[src/core/otflr_pkg.sv]
// Package: overtemperature fault threshold and action register constants and types
package otflr_pkg;
   // Command codes
   localparam logic [7:0] OTFLR_CMD_THRESHOLD = 8'h4F;
   localparam logic [7:0] OTFLR_CMD_ACTION = 8'h50;
   // Threshold word layout
   localparam logic [4:0] OTFLR_EXPONENT = 5'h02;
   localparam logic [4:0] OTFLR_RSVD_ZERO = 5'h00;
   localparam logic [5:0] OTFLR_MANT_DEFAULT = 6'h22;
   // Binning edges of the mantissa
   localparam logic [5:0] OTFLR_BIN_120 = 6'h1E;
   localparam logic [5:0] OTFLR_BIN_125 = 6'h1F;
   localparam logic [5:0] OTFLR_BIN_130 = 6'h20;
   localparam logic [5:0] OTFLR_BIN_135 = 6'h22;
   localparam logic [5:0] OTFLR_BIN_140 = 6'h23;
   localparam logic [5:0] OTFLR_BIN_145 = 6'h24;
   localparam logic [5:0] OTFLR_BIN_150 = 6'h25;
   // Representative restore mantissa for 115 C; the other settings reuse the bin edges
   localparam logic [5:0] OTFLR_REST_115 = 6'h1D;
   // Thresholds in degrees Celsius
   localparam logic [7:0] OTFLR_T115 = 8'h73;
   localparam logic [7:0] OTFLR_T120 = 8'h78;
   localparam logic [7:0] OTFLR_T125 = 8'h7D;
   localparam logic [7:0] OTFLR_T130 = 8'h82;
   localparam logic [7:0] OTFLR_T135 = 8'h87;
   localparam logic [7:0] OTFLR_T140 = 8'h8C;
   localparam logic [7:0] OTFLR_T145 = 8'h91;
   localparam logic [7:0] OTFLR_T150 = 8'h96;
   // Action byte layout
   localparam int OTFLR_ACT_SHUT_BIT = 7;
   localparam int OTFLR_ACT_UNUSED_BIT = 6;
   localparam int OTFLR_ACT_NVM_BIT = 5;
   localparam logic [2:0] OTFLR_RETRY_LATCH = 3'h0;
   localparam logic [2:0] OTFLR_RETRY_AUTO = 3'h7;
   // Restart delay
   localparam int OTFLR_RESTART_MS = 52;
   localparam int OTFLR_CLK_MHZ = 100;
   localparam int OTFLR_RESTART_CYC = OTFLR_RESTART_MS * 1000 * OTFLR_CLK_MHZ;

   // Host command request
   typedef struct packed {
      logic wr;
      logic rd;
      logic [7:0] code;
      logic [15:0] data;
   } otflr_req_t;

   // Device reply
   typedef struct packed {
      logic ack;
      logic nack;
      logic [15:0] data;
   } otflr_rsp_t;

   typedef enum logic [1:0] {OTFLR_RUN, OTFLR_LATCHED, OTFLR_WAIT} otflr_state_t;
endpackage : otflr_pkg

[src/core/otflr_top.sv]
// Overtemperature fault threshold and response register bank with fault handling
// Behaviour
// - Threshold bits 15:11 read a fixed exponent 00010b, four degrees per step.
// - Threshold bits 10:6 are reserved and always read zero.
// - Threshold bits 5:0 hold writable mantissa, defaulting from NVM to 135 C.
// - Written mantissa reads back exactly; applied threshold is nearest supported value.
// - NVM restore loads a fixed representative mantissa per supported setting.
// - Writes changing bits 15:6 are NACKed, dropped, set cml and ivd.
// - Mantissa bins: <30 115, 30 120, 31 125, 32-33 130, up to 37+ 150.
// - Fault detection compares die temperature telemetry against selected threshold digitally.
// - Action byte is command 50h, byte write and read, NVM backed.
// - On fault act per retry field, set temperature fault flag, assert alert.
// - Action bit 7 reads one; the output shuts down on fault.
// - Action bit 6 is unused and reads zero.
// - Retry 000b latches off until power cycle or enable toggle.
// - Retry 111b restarts after 52 ms, unlimited, until off or other fault.
// - Retry values other than 000b or 111b are rejected as invalid data.
// - Only bit 5 is kept in NVM; the field is rebuilt from it.
// - Bits 2:0 mirror the retry field as the read-only retry delay.
`timescale 1ns/1ps
module otflr_top
   import otflr_pkg::*;
#(
   parameter int RESTART_CYC = OTFLR_RESTART_CYC
) (
   // Clock and reset
   input wire logic core_clk,
   input wire logic nrst,
   // Host command port
   input wire otflr_req_t req,
   output otflr_rsp_t rsp,
   // NVM restore image
   input wire logic nvm_load,
   input wire logic [5:0] nvm_mant,
   input wire logic nvm_retry_bit,
   // Power stage and telemetry
   input wire logic [7:0] die_temp,
   input wire logic temp_valid,
   input wire logic enable_in,
   input wire logic other_fault,
   output logic output_enable,
   // Status toward host
   input wire logic status_clear,
   output logic overtemp_fault_flag,
   output logic cml_flag,
   output logic ivd_flag,
   output logic smb_alert_n
);
   localparam int CW = $clog2(RESTART_CYC + 1);

   logic [5:0] mant, next_mant;
   logic retry_bit, next_retry_bit;
   logic flag, next_flag, cml, next_cml, ivd, next_ivd;
   otflr_rsp_t next_rsp;
   otflr_state_t state, next_state;
   logic [CW-1:0] cnt, next_cnt;
   logic en_d, next_en_d;
   logic [7:0] fault_temp_setting;
   logic [15:0] thr_word;
   logic [7:0] act_byte;
   logic [2:0] retry_sel;
   logic fault_hit;
   logic bad_thr, bad_act;

   // Bin the stored mantissa to the supported threshold
   always_comb begin
      if (mant < OTFLR_BIN_120) fault_temp_setting = OTFLR_T115;
      else if (mant < OTFLR_BIN_125) fault_temp_setting = OTFLR_T120;
      else if (mant < OTFLR_BIN_130) fault_temp_setting = OTFLR_T125;
      else if (mant < OTFLR_BIN_135) fault_temp_setting = OTFLR_T130;
      else if (mant < OTFLR_BIN_140) fault_temp_setting = OTFLR_T135;
      else if (mant < OTFLR_BIN_145) fault_temp_setting = OTFLR_T140;
      else if (mant < OTFLR_BIN_150) fault_temp_setting = OTFLR_T145;
      else fault_temp_setting = OTFLR_T150;
   end

   // Register images; fixed fields never come from storage
   assign thr_word = {OTFLR_EXPONENT, OTFLR_RSVD_ZERO, mant};
   assign retry_sel = {3{retry_bit}};
   assign act_byte = {1'b1, 1'b0, retry_sel, retry_sel};
   assign fault_hit = temp_valid && (die_temp >= fault_temp_setting);
   assign bad_thr = req.data[15:6] != thr_word[15:6];
   assign bad_act = !req.data[OTFLR_ACT_SHUT_BIT] || req.data[OTFLR_ACT_UNUSED_BIT]
      || (req.data[5:3] != OTFLR_RETRY_LATCH && req.data[5:3] != OTFLR_RETRY_AUTO)
      || (req.data[2:0] != req.data[5:3]);

   // NVM restore, host access and status flags
   always_comb begin
      next_mant = mant;
      next_retry_bit = retry_bit;
      next_cml = cml;
      next_ivd = ivd;
      next_flag = flag;
      next_rsp = '0;
      if (status_clear) begin
         next_cml = 1'b0;
         next_ivd = 1'b0;
         next_flag = 1'b0;
      end
      if (nvm_load) begin
         // Representative mantissa per bin, arbitrary codes collapse
         case (fault_temp_setting)
            OTFLR_T115: next_mant = OTFLR_REST_115;
            OTFLR_T120: next_mant = OTFLR_BIN_120;
            OTFLR_T125: next_mant = OTFLR_BIN_125;
            OTFLR_T130: next_mant = OTFLR_BIN_130;
            OTFLR_T135: next_mant = OTFLR_BIN_135;
            OTFLR_T140: next_mant = OTFLR_BIN_140;
            OTFLR_T145: next_mant = OTFLR_BIN_145;
            default: next_mant = OTFLR_BIN_150;
         endcase
         next_mant = nvm_bin(nvm_mant);
         next_retry_bit = nvm_retry_bit;
      end else if (req.wr && req.code == OTFLR_CMD_THRESHOLD) begin
         if (bad_thr) begin
            next_rsp.nack = 1'b1;
            next_cml = 1'b1;
            next_ivd = 1'b1;
         end else begin
            next_rsp.ack = 1'b1;
            next_mant = req.data[5:0];
         end
      end else if (req.wr && req.code == OTFLR_CMD_ACTION) begin
         if (bad_act) begin
            next_rsp.nack = 1'b1;
            next_cml = 1'b1;
            next_ivd = 1'b1;
         end else begin
            next_rsp.ack = 1'b1;
            next_retry_bit = req.data[OTFLR_ACT_NVM_BIT];
         end
      end else if (req.rd && req.code == OTFLR_CMD_THRESHOLD) begin
         next_rsp.ack = 1'b1;
         next_rsp.data = thr_word;
      end else if (req.rd && req.code == OTFLR_CMD_ACTION) begin
         next_rsp.ack = 1'b1;
         next_rsp.data = {8'h00, act_byte};
      end else if (req.rd || req.wr) begin
         next_rsp.nack = 1'b1;
      end
      // Set wins over a clear in the same cycle
      if (fault_hit) next_flag = 1'b1;
   end

   // Restore a fixed mantissa for the bin of an NVM image
   function automatic logic [5:0] nvm_bin(input logic [5:0] m);
      if (m < OTFLR_BIN_120) nvm_bin = OTFLR_REST_115;
      else if (m < OTFLR_BIN_125) nvm_bin = OTFLR_BIN_120;
      else if (m < OTFLR_BIN_130) nvm_bin = OTFLR_BIN_125;
      else if (m < OTFLR_BIN_135) nvm_bin = OTFLR_BIN_130;
      else if (m < OTFLR_BIN_140) nvm_bin = OTFLR_BIN_135;
      else if (m < OTFLR_BIN_145) nvm_bin = OTFLR_BIN_140;
      else if (m < OTFLR_BIN_150) nvm_bin = OTFLR_BIN_145;
      else nvm_bin = OTFLR_BIN_150;
   endfunction : nvm_bin

   // Register stage for configuration and status
   always_ff @(posedge core_clk) begin
      if (!nrst) begin
         mant <= OTFLR_MANT_DEFAULT;
         retry_bit <= 1'b0;
         cml <= 1'b0;
         ivd <= 1'b0;
         flag <= 1'b0;
         rsp <= '0;
      end else begin
         mant <= next_mant;
         retry_bit <= next_retry_bit;
         cml <= next_cml;
         ivd <= next_ivd;
         flag <= next_flag;
         rsp <= next_rsp;
      end
   end

   // Shutdown and restart sequencing
   // RUN passes power, LATCHED holds it off until a fresh enable edge,
   // WAIT times the restart delay. A hot die seen during WAIT is ignored,
   // since the output is already off; the next check happens back in RUN.
   // Limitation: the restart delay is counted in core clocks, so a slower
   // core clock needs a matching RESTART_CYC override.
   always_comb begin
      next_state = state;
      next_cnt = cnt;
      next_en_d = enable_in;
      case (state)
         OTFLR_RUN: begin
            if (fault_hit) begin
               next_cnt = '0;
               next_state = retry_bit ? OTFLR_WAIT : OTFLR_LATCHED;
            end
         end
         OTFLR_LATCHED: begin
            // Only an enable rising edge re-arms the output
            if (enable_in && !en_d) next_state = OTFLR_RUN;
         end
         OTFLR_WAIT: begin
            if (!enable_in || other_fault) begin
               next_cnt = '0;
               next_state = OTFLR_LATCHED;
            end else if (cnt == CW'(RESTART_CYC - 1)) begin
               next_cnt = '0;
               next_state = OTFLR_RUN;
            end else begin
               next_cnt = cnt + 1'b1;
            end
         end
         default: next_state = OTFLR_LATCHED;
      endcase
   end

   // Register stage for the sequencer
   always_ff @(posedge core_clk) begin
      if (!nrst) begin
         state <= OTFLR_RUN;
         cnt <= '0;
         en_d <= 1'b0;
      end else begin
         state <= next_state;
         cnt <= next_cnt;
         en_d <= next_en_d;
      end
   end

   // Outputs
   assign output_enable = (state == OTFLR_RUN) && enable_in && !fault_hit;
   assign overtemp_fault_flag = flag;
   assign cml_flag = cml;
   assign ivd_flag = ivd;
   assign smb_alert_n = !(flag || cml);

   // Checks
   AST_RO_FIELDS: assert property (@(posedge core_clk) disable iff (!nrst)
      thr_word[15:6] == {OTFLR_EXPONENT, OTFLR_RSVD_ZERO}) else $error("ro bits");
   AST_ACT_FIXED: assert property (@(posedge core_clk) disable iff (!nrst)
      act_byte[7:6] == 2'b10 && act_byte[2:0] == act_byte[5:3]) else $error("act");
   AST_BAD_NACK: assert property (@(posedge core_clk) disable iff (!nrst)
      req.wr && req.code == OTFLR_CMD_THRESHOLD && bad_thr && !nvm_load
      |=> rsp.nack && ivd && cml && mant == $past(mant)) else $error("nack");
   AST_WR_BACK: assert property (@(posedge core_clk) disable iff (!nrst)
      req.wr && req.code == OTFLR_CMD_THRESHOLD && !bad_thr && !nvm_load
      |=> mant == $past(req.data[5:0])) else $error("readback");
   AST_RETRY_BAD: assert property (@(posedge core_clk) disable iff (!nrst)
      req.wr && req.code == OTFLR_CMD_ACTION && bad_act && !nvm_load
      |=> rsp.nack && retry_bit == $past(retry_bit)) else $error("retry");
   AST_FLAG_SET: assert property (@(posedge core_clk) disable iff (!nrst)
      fault_hit |=> flag && !smb_alert_n) else $error("flag");
   AST_SHUT: assert property (@(posedge core_clk) disable iff (!nrst)
      fault_hit |-> !output_enable) else $error("shutdown");
   AST_LATCH: assert property (@(posedge core_clk) disable iff (!nrst)
      state == OTFLR_RUN && fault_hit && !retry_bit
      |=> state == OTFLR_LATCHED) else $error("latch");
   AST_BIN_150: assert property (@(posedge core_clk) disable iff (!nrst)
      mant >= OTFLR_BIN_150 |-> fault_temp_setting == OTFLR_T150) else $error("bin");
   AST_CNT_CLR: assert property (@(posedge core_clk) disable iff (!nrst)
      state == OTFLR_WAIT && other_fault |=> cnt == '0) else $error("cnt");

   // Host answers: one kind per answer, reads return the live images
   AST_ONE_ANSWER: assert property (@(posedge core_clk) disable iff (!nrst)
      !(rsp.ack && rsp.nack)) else $error("ack and nack");
   AST_THR_RD: assert property (@(posedge core_clk) disable iff (!nrst)
      req.rd && !req.wr && req.code == OTFLR_CMD_THRESHOLD && !nvm_load
      |=> rsp.ack && rsp.data == $past(thr_word)) else $error("thr read");
   AST_ACT_RD: assert property (@(posedge core_clk) disable iff (!nrst)
      req.rd && !req.wr && req.code == OTFLR_CMD_ACTION && !nvm_load
      |=> rsp.ack && rsp.data == {8'h00, $past(act_byte)}) else $error("act read");
   AST_ACT_STORE: assert property (@(posedge core_clk) disable iff (!nrst)
      req.wr && req.code == OTFLR_CMD_ACTION && !bad_act && !nvm_load
      |=> retry_bit == $past(req.data[5])) else $error("act store");

   // Restore image lands on a representative code
   AST_NVM_REST: assert property (@(posedge core_clk) disable iff (!nrst)
      nvm_load |=> mant == nvm_bin($past(nvm_mant))) else $error("restore");

   // Telemetry without a valid result never trips the comparator
   AST_VALID_GATE: assert property (@(posedge core_clk) disable iff (!nrst)
      !temp_valid |-> !fault_hit) else $error("valid gate");

   // Sequencer: auto restart path and latch hold
   AST_AUTO_WAIT: assert property (@(posedge core_clk) disable iff (!nrst)
      state == OTFLR_RUN && fault_hit && retry_bit
      |=> state == OTFLR_WAIT) else $error("auto wait");
   AST_RESTART: assert property (@(posedge core_clk) disable iff (!nrst)
      state == OTFLR_WAIT && cnt == CW'(RESTART_CYC - 1) && enable_in && !other_fault
      |=> state == OTFLR_RUN) else $error("restart");
   AST_OE_WAIT: assert property (@(posedge core_clk) disable iff (!nrst)
      state != OTFLR_RUN |-> !output_enable) else $error("oe off");
   AST_LATCH_HOLD: assert property (@(posedge core_clk) disable iff (!nrst)
      state == OTFLR_LATCHED && !(enable_in && !en_d)
      |=> state == OTFLR_LATCHED) else $error("latch hold");

   // Main scenarios worth seeing at least once
   COV_LATCH: cover property (@(posedge core_clk) state == OTFLR_LATCHED);
   COV_RETRY: cover property (@(posedge core_clk)
      state == OTFLR_WAIT ##1 state == OTFLR_RUN);
   COV_NACK: cover property (@(posedge core_clk) rsp.nack);
   COV_AUTO_CFG: cover property (@(posedge core_clk) retry_bit && state == OTFLR_RUN);
   COV_ABORT: cover property (@(posedge core_clk) state == OTFLR_WAIT && other_fault);
endmodule : otflr_top

[config.mk]
export PLATFORM = sky130hd
export DESIGN_NAME = otflr_top
export DESIGN_NICKNAME = d
export VERILOG_FILES = /design/src/core/otflr_pkg.sv /design/src/core/otflr_top.sv
export SDC_FILE = /design/constraint.sdc
export NUM_CORES = 1
export LEC_CHECK = 0
export BUFFER_PORTS_ARGS = -buffer_cell sky130_fd_sc_hd__buf_2
export CELL_PAD_IN_SITES_DETAIL_PLACEMENT = 2
export CELL_PAD_IN_SITES_GLOBAL_PLACEMENT = 2
export CORE_ASPECT_RATIO = 1.4
export CORE_MARGIN = 4
export CORE_UTILIZATION = 32
export CTS_BUF_LIST = sky130_fd_sc_hd__clkbuf_16
export DETAILED_ROUTE_END_ITERATION = 6
export GPL_ROUTABILITY_DRIVEN = 0
export GPL_TIMING_DRIVEN = 0
export HOLD_SLACK_MARGIN = 0.1
export PLACE_DENSITY = 0.94
export SKIP_CTS_REPAIR_TIMING = 1
export SLEW_MARGIN = 20
export SYNTH_ARGS = -nofsm -noshare
export SYNTH_HDL_FRONTEND = slang
export SYNTH_SLANG_ARGS = --single-unit
[constraint.sdc]
create_clock -name core_clk -period 7.55 [get_ports core_clk]
set_input_delay 0.3775 -clock core_clk [delete_from_list [all_inputs] [get_ports core_clk]]
set_output_delay 0.3775 -clock core_clk [all_outputs]
set_load 0.1 [all_outputs]
==> impl_metrics.tcl <==
set metrics [dict create \
    drive_above_1_share_pct 22.4 \
    synth_cell_types 58 \
    multi_input_comb_area_um2 1620 \
    holdPathStages 2 \
    synth_enable_flop_cells 0 \
    die_w_um 84.8 \
    crit_type "reg2out" \
    synth.area.top_cells "dfxtp_1 35%, nand2_1 5.7%, nor3_1 4.4%" \
    yosys_warnings 0 \
    io_pins 71 \
    die_h_um 116 \
    cp_max_fo 9 \
    grt_pass1_wl_um 15000 \
    ys_ff_latch 46 \
    regToRegStartpoint "mant[5]$_SDFFE_PN1P_" \
    fin_tns_setup_ns 0 \
    rows 39 \
    max_freq_mhz 270 \
    finalPower_mw 0.568 \
    clock_latency_ns 0.29 \
    synth_top_cell_by_area "dfxtp_1" \
    cp_cell_sequence "nor4b_1 > nand2_1 > o21ai_0 > nand2_1 > ha_1 > or4_1 > a21oi_1 > o31ai_1 > nand2_1 > and3_1 > buf_2" \
    routedWlPerCell_um 18.2 \
    diodes 0 \
    setup_viol 0 \
    fin_worst_skew_ns 0.00685 \
    path_clk_slew_ns 0.06 \
    cap_violations 0 \
    cp_slowest_cell "dfxtp_1" \
    synth-main-ff-cell "dfxtp_1" \
    drc 0 \
    drt-total-wl_um 9070 \
    drt-initial-drc-count 85 \
    first_pass_iters 4 \
    holdWs_ns 0.358 \
    crit_family "simple AND/OR/NAND/NOR gates" \
    period_needed_ns 3.71 \
    seq_area_um2 921 \
    grt_max_degree 14 \
    post-route-period-util_pct 49.1 \
    hold_viol_final 0 \
    antenna_found_initial 0 \
    dieArea_um2 9800 \
    final_core_util_pct 40.1 \
    hp-start "enable_in" \
    worst_ep_arrival_time_ns 3.33 \
    synth.top_cell.area_share_pct 34.8 \
    rr_endpoint "cnt[2]$_SDFFE_PN0P_" \
    port-buffer-count 62 \
    yosysSeqAreaShare_pct 34.8 \
    status "completed" \
    rsz0062_at_grt "false" \
    async_flop_share_pct 0 \
    cts_tree "built" \
    maxSlewViolCount 0 \
    p_per_area_nw_per_um2 175 \
    tightest_slew_ns 1.02 \
    post_drt_via_cell_ratio 5.62 \
    relSlewSlack_pct 31.2 \
    fill_cells 958 \
    crit_path_end_kind "output pin" \
    p_leak_nw 1.50 \
    place_ws_ns 4.15 \
    syn_area_um2 2640 \
    clock_path_buffers 2 \
    syn2layout_area_growth_pct 22.8 \
    fin_nets 453 \
    reg2reg_depth 11 \
    path_buf_inv 1 \
    cpMostUsedCell "nand2_1" \
    min_path_type "in2reg" \
    synth.avg_cell_area_um2 8.26 \
    ant_nets 0 \
    holdPathEnd "en_d$_SDFF_PN0_" \
    num_vias 2805 \
    dp_hpwl_um 7060 \
    setup_ws_ns 3.84 \
    final_common_cell "buf_2" \
    coreArea_um2 8100 \
    grt_pass1_vias 3123 \
    clkSinkCount 46 \
    gr-total-overflow 0 \
    rrSetupSlack_ns 4.11 \
    cts_made_buffers 5 \
    h-tree-depth 2 \
    required_ns 7.17 \
    grt_use_total_pct 18.9 \
    vdd_drop_max_v 0.0000861 \
    synth_cells 320 \
    cts_root_buf "clkbuf_16" \
    final_cell_mix "64 x buf_2, 46 x dfxtp_1, 40 x nand2_1, 23 x nor3_1, 20 x nor2_1" \
    critPathLaunchType "flop" \
    critPathMaxStageDelay_ns 0.54 \
    start_util_pct 32.6 \
]
## registers in the layout (all words and copies together), names as in the netlist
| name | cells |
|---|---|
| en_d | 1 |
| rsp | 10 |
| overtemp_fault_flag | 1 |
| state | 2 |
| mant | 6 |
| cml_flag | 1 |
| cnt | 23 |
| retry_bit | 1 |
| ivd_flag | 1 |
## power by group
| part | leakage [nW] | switching (mW) | internal [mW] |
|---|---|---|---|
| Sequential | 0.373 | 0.00467 | 0.247 |
| Clock | 0.0724 | 0.0930 | 0.120 |
| Combinational | 1.06 | 0.0718 | 0.0315 |
| Total | 1.50 | 0.169 | 0.398 |
## cell usage after synthesis, drive strengths merged, types with 2 or more instances
master and number:
a211o 12, a21boi 2, a21o 3, a21oi 13
a221o 4, a22o 4, a31oi 3, and2 2
and3 14, and4 2, buf 10, clkbuf 8
dfxtp 46, ha 9, inv 7, mux2i 5
nand2 40, nand2b 6, nand3 11, nand4 6
nor2 20, nor2b 3, nor3 23, nor3b 2
nor4 6, nor4b 4, nor4bb 3, o21a 3
o21ai 13, o22a 2, o31ai 2, or3 4
or3b 2, or4 6, xnor2 2
## worst register-to-register path: cells and delay by family (launching register included)
kind                       cells  cell delay, ns
AOI/OAI and AO/OA              4            1.08
adders and majority gates      1            0.22
buffers and inverters          1            0.37
DFF                            1            0.54
and+or+nand+nor                5            1.18
## layout make-up
type                       instances  share of cell area (%)
buffer                            18                    3.08
sequential                        46                    28.4
multi-input combinational        255                    49.9
tap                              102                    3.93
clock inverter                     3                   0.386
clock buffer                       5                    3.86
timing repair buffer              62                    9.56
inverter                           8                   0.925
## cells by family (layout without fill, tap and decap cells)
group | count (synthesis) | count (layout) | share of synthesized area [%]
fa+ha+maj | 10 | 10 | 4.64
simple gates | 159 | 159 | 33.6
mux | 6 | 6 | 2.32
other cells | 1 | 8 | 0.142
compound gates | 69 | 69 | 18.6
buf+inv | 26 | 96 | 4.92
xor+xnor | 3 | 3 | 0.994
flops | 46 | 46 | 34.8
## worst max path at each step
stage          cells after the start                   to                  from
3_5_place_dp                      11  cnt[2]$_SDFFE_PN0P_  mant[5]$_SDFFE_PN1P_
4_1_cts                           11        output_enable  mant[5]$_SDFFE_PN1P_
2_1_floorplan                     11        output_enable  mant[2]$_SDFFE_PN0P_
3_3_place_gp                      11        output_enable  mant[5]$_SDFFE_PN1P_
6_report                          11        output_enable  mant[5]$_SDFFE_PN1P_
5_1_grt                           12        output_enable  mant[2]$_SDFFE_PN0P_
## per-stage QoR
stage / instance area [um2] / instances
after CTS: 3250 / 499
after detailed placement: 3110 / 491
final: 3250 / 499
after global routing: 3250 / 499
after floorplan: 2670 / 327
after global placement: 3110 / 491
## metal layers
layer	part of all wire (%)	GRT usage (%)
met5	0	0
met4	2.7	7.39
met3	3.5	2.84
met2	59	39.4
met1	35	18.0
Power figures use the tool's default switching activity.
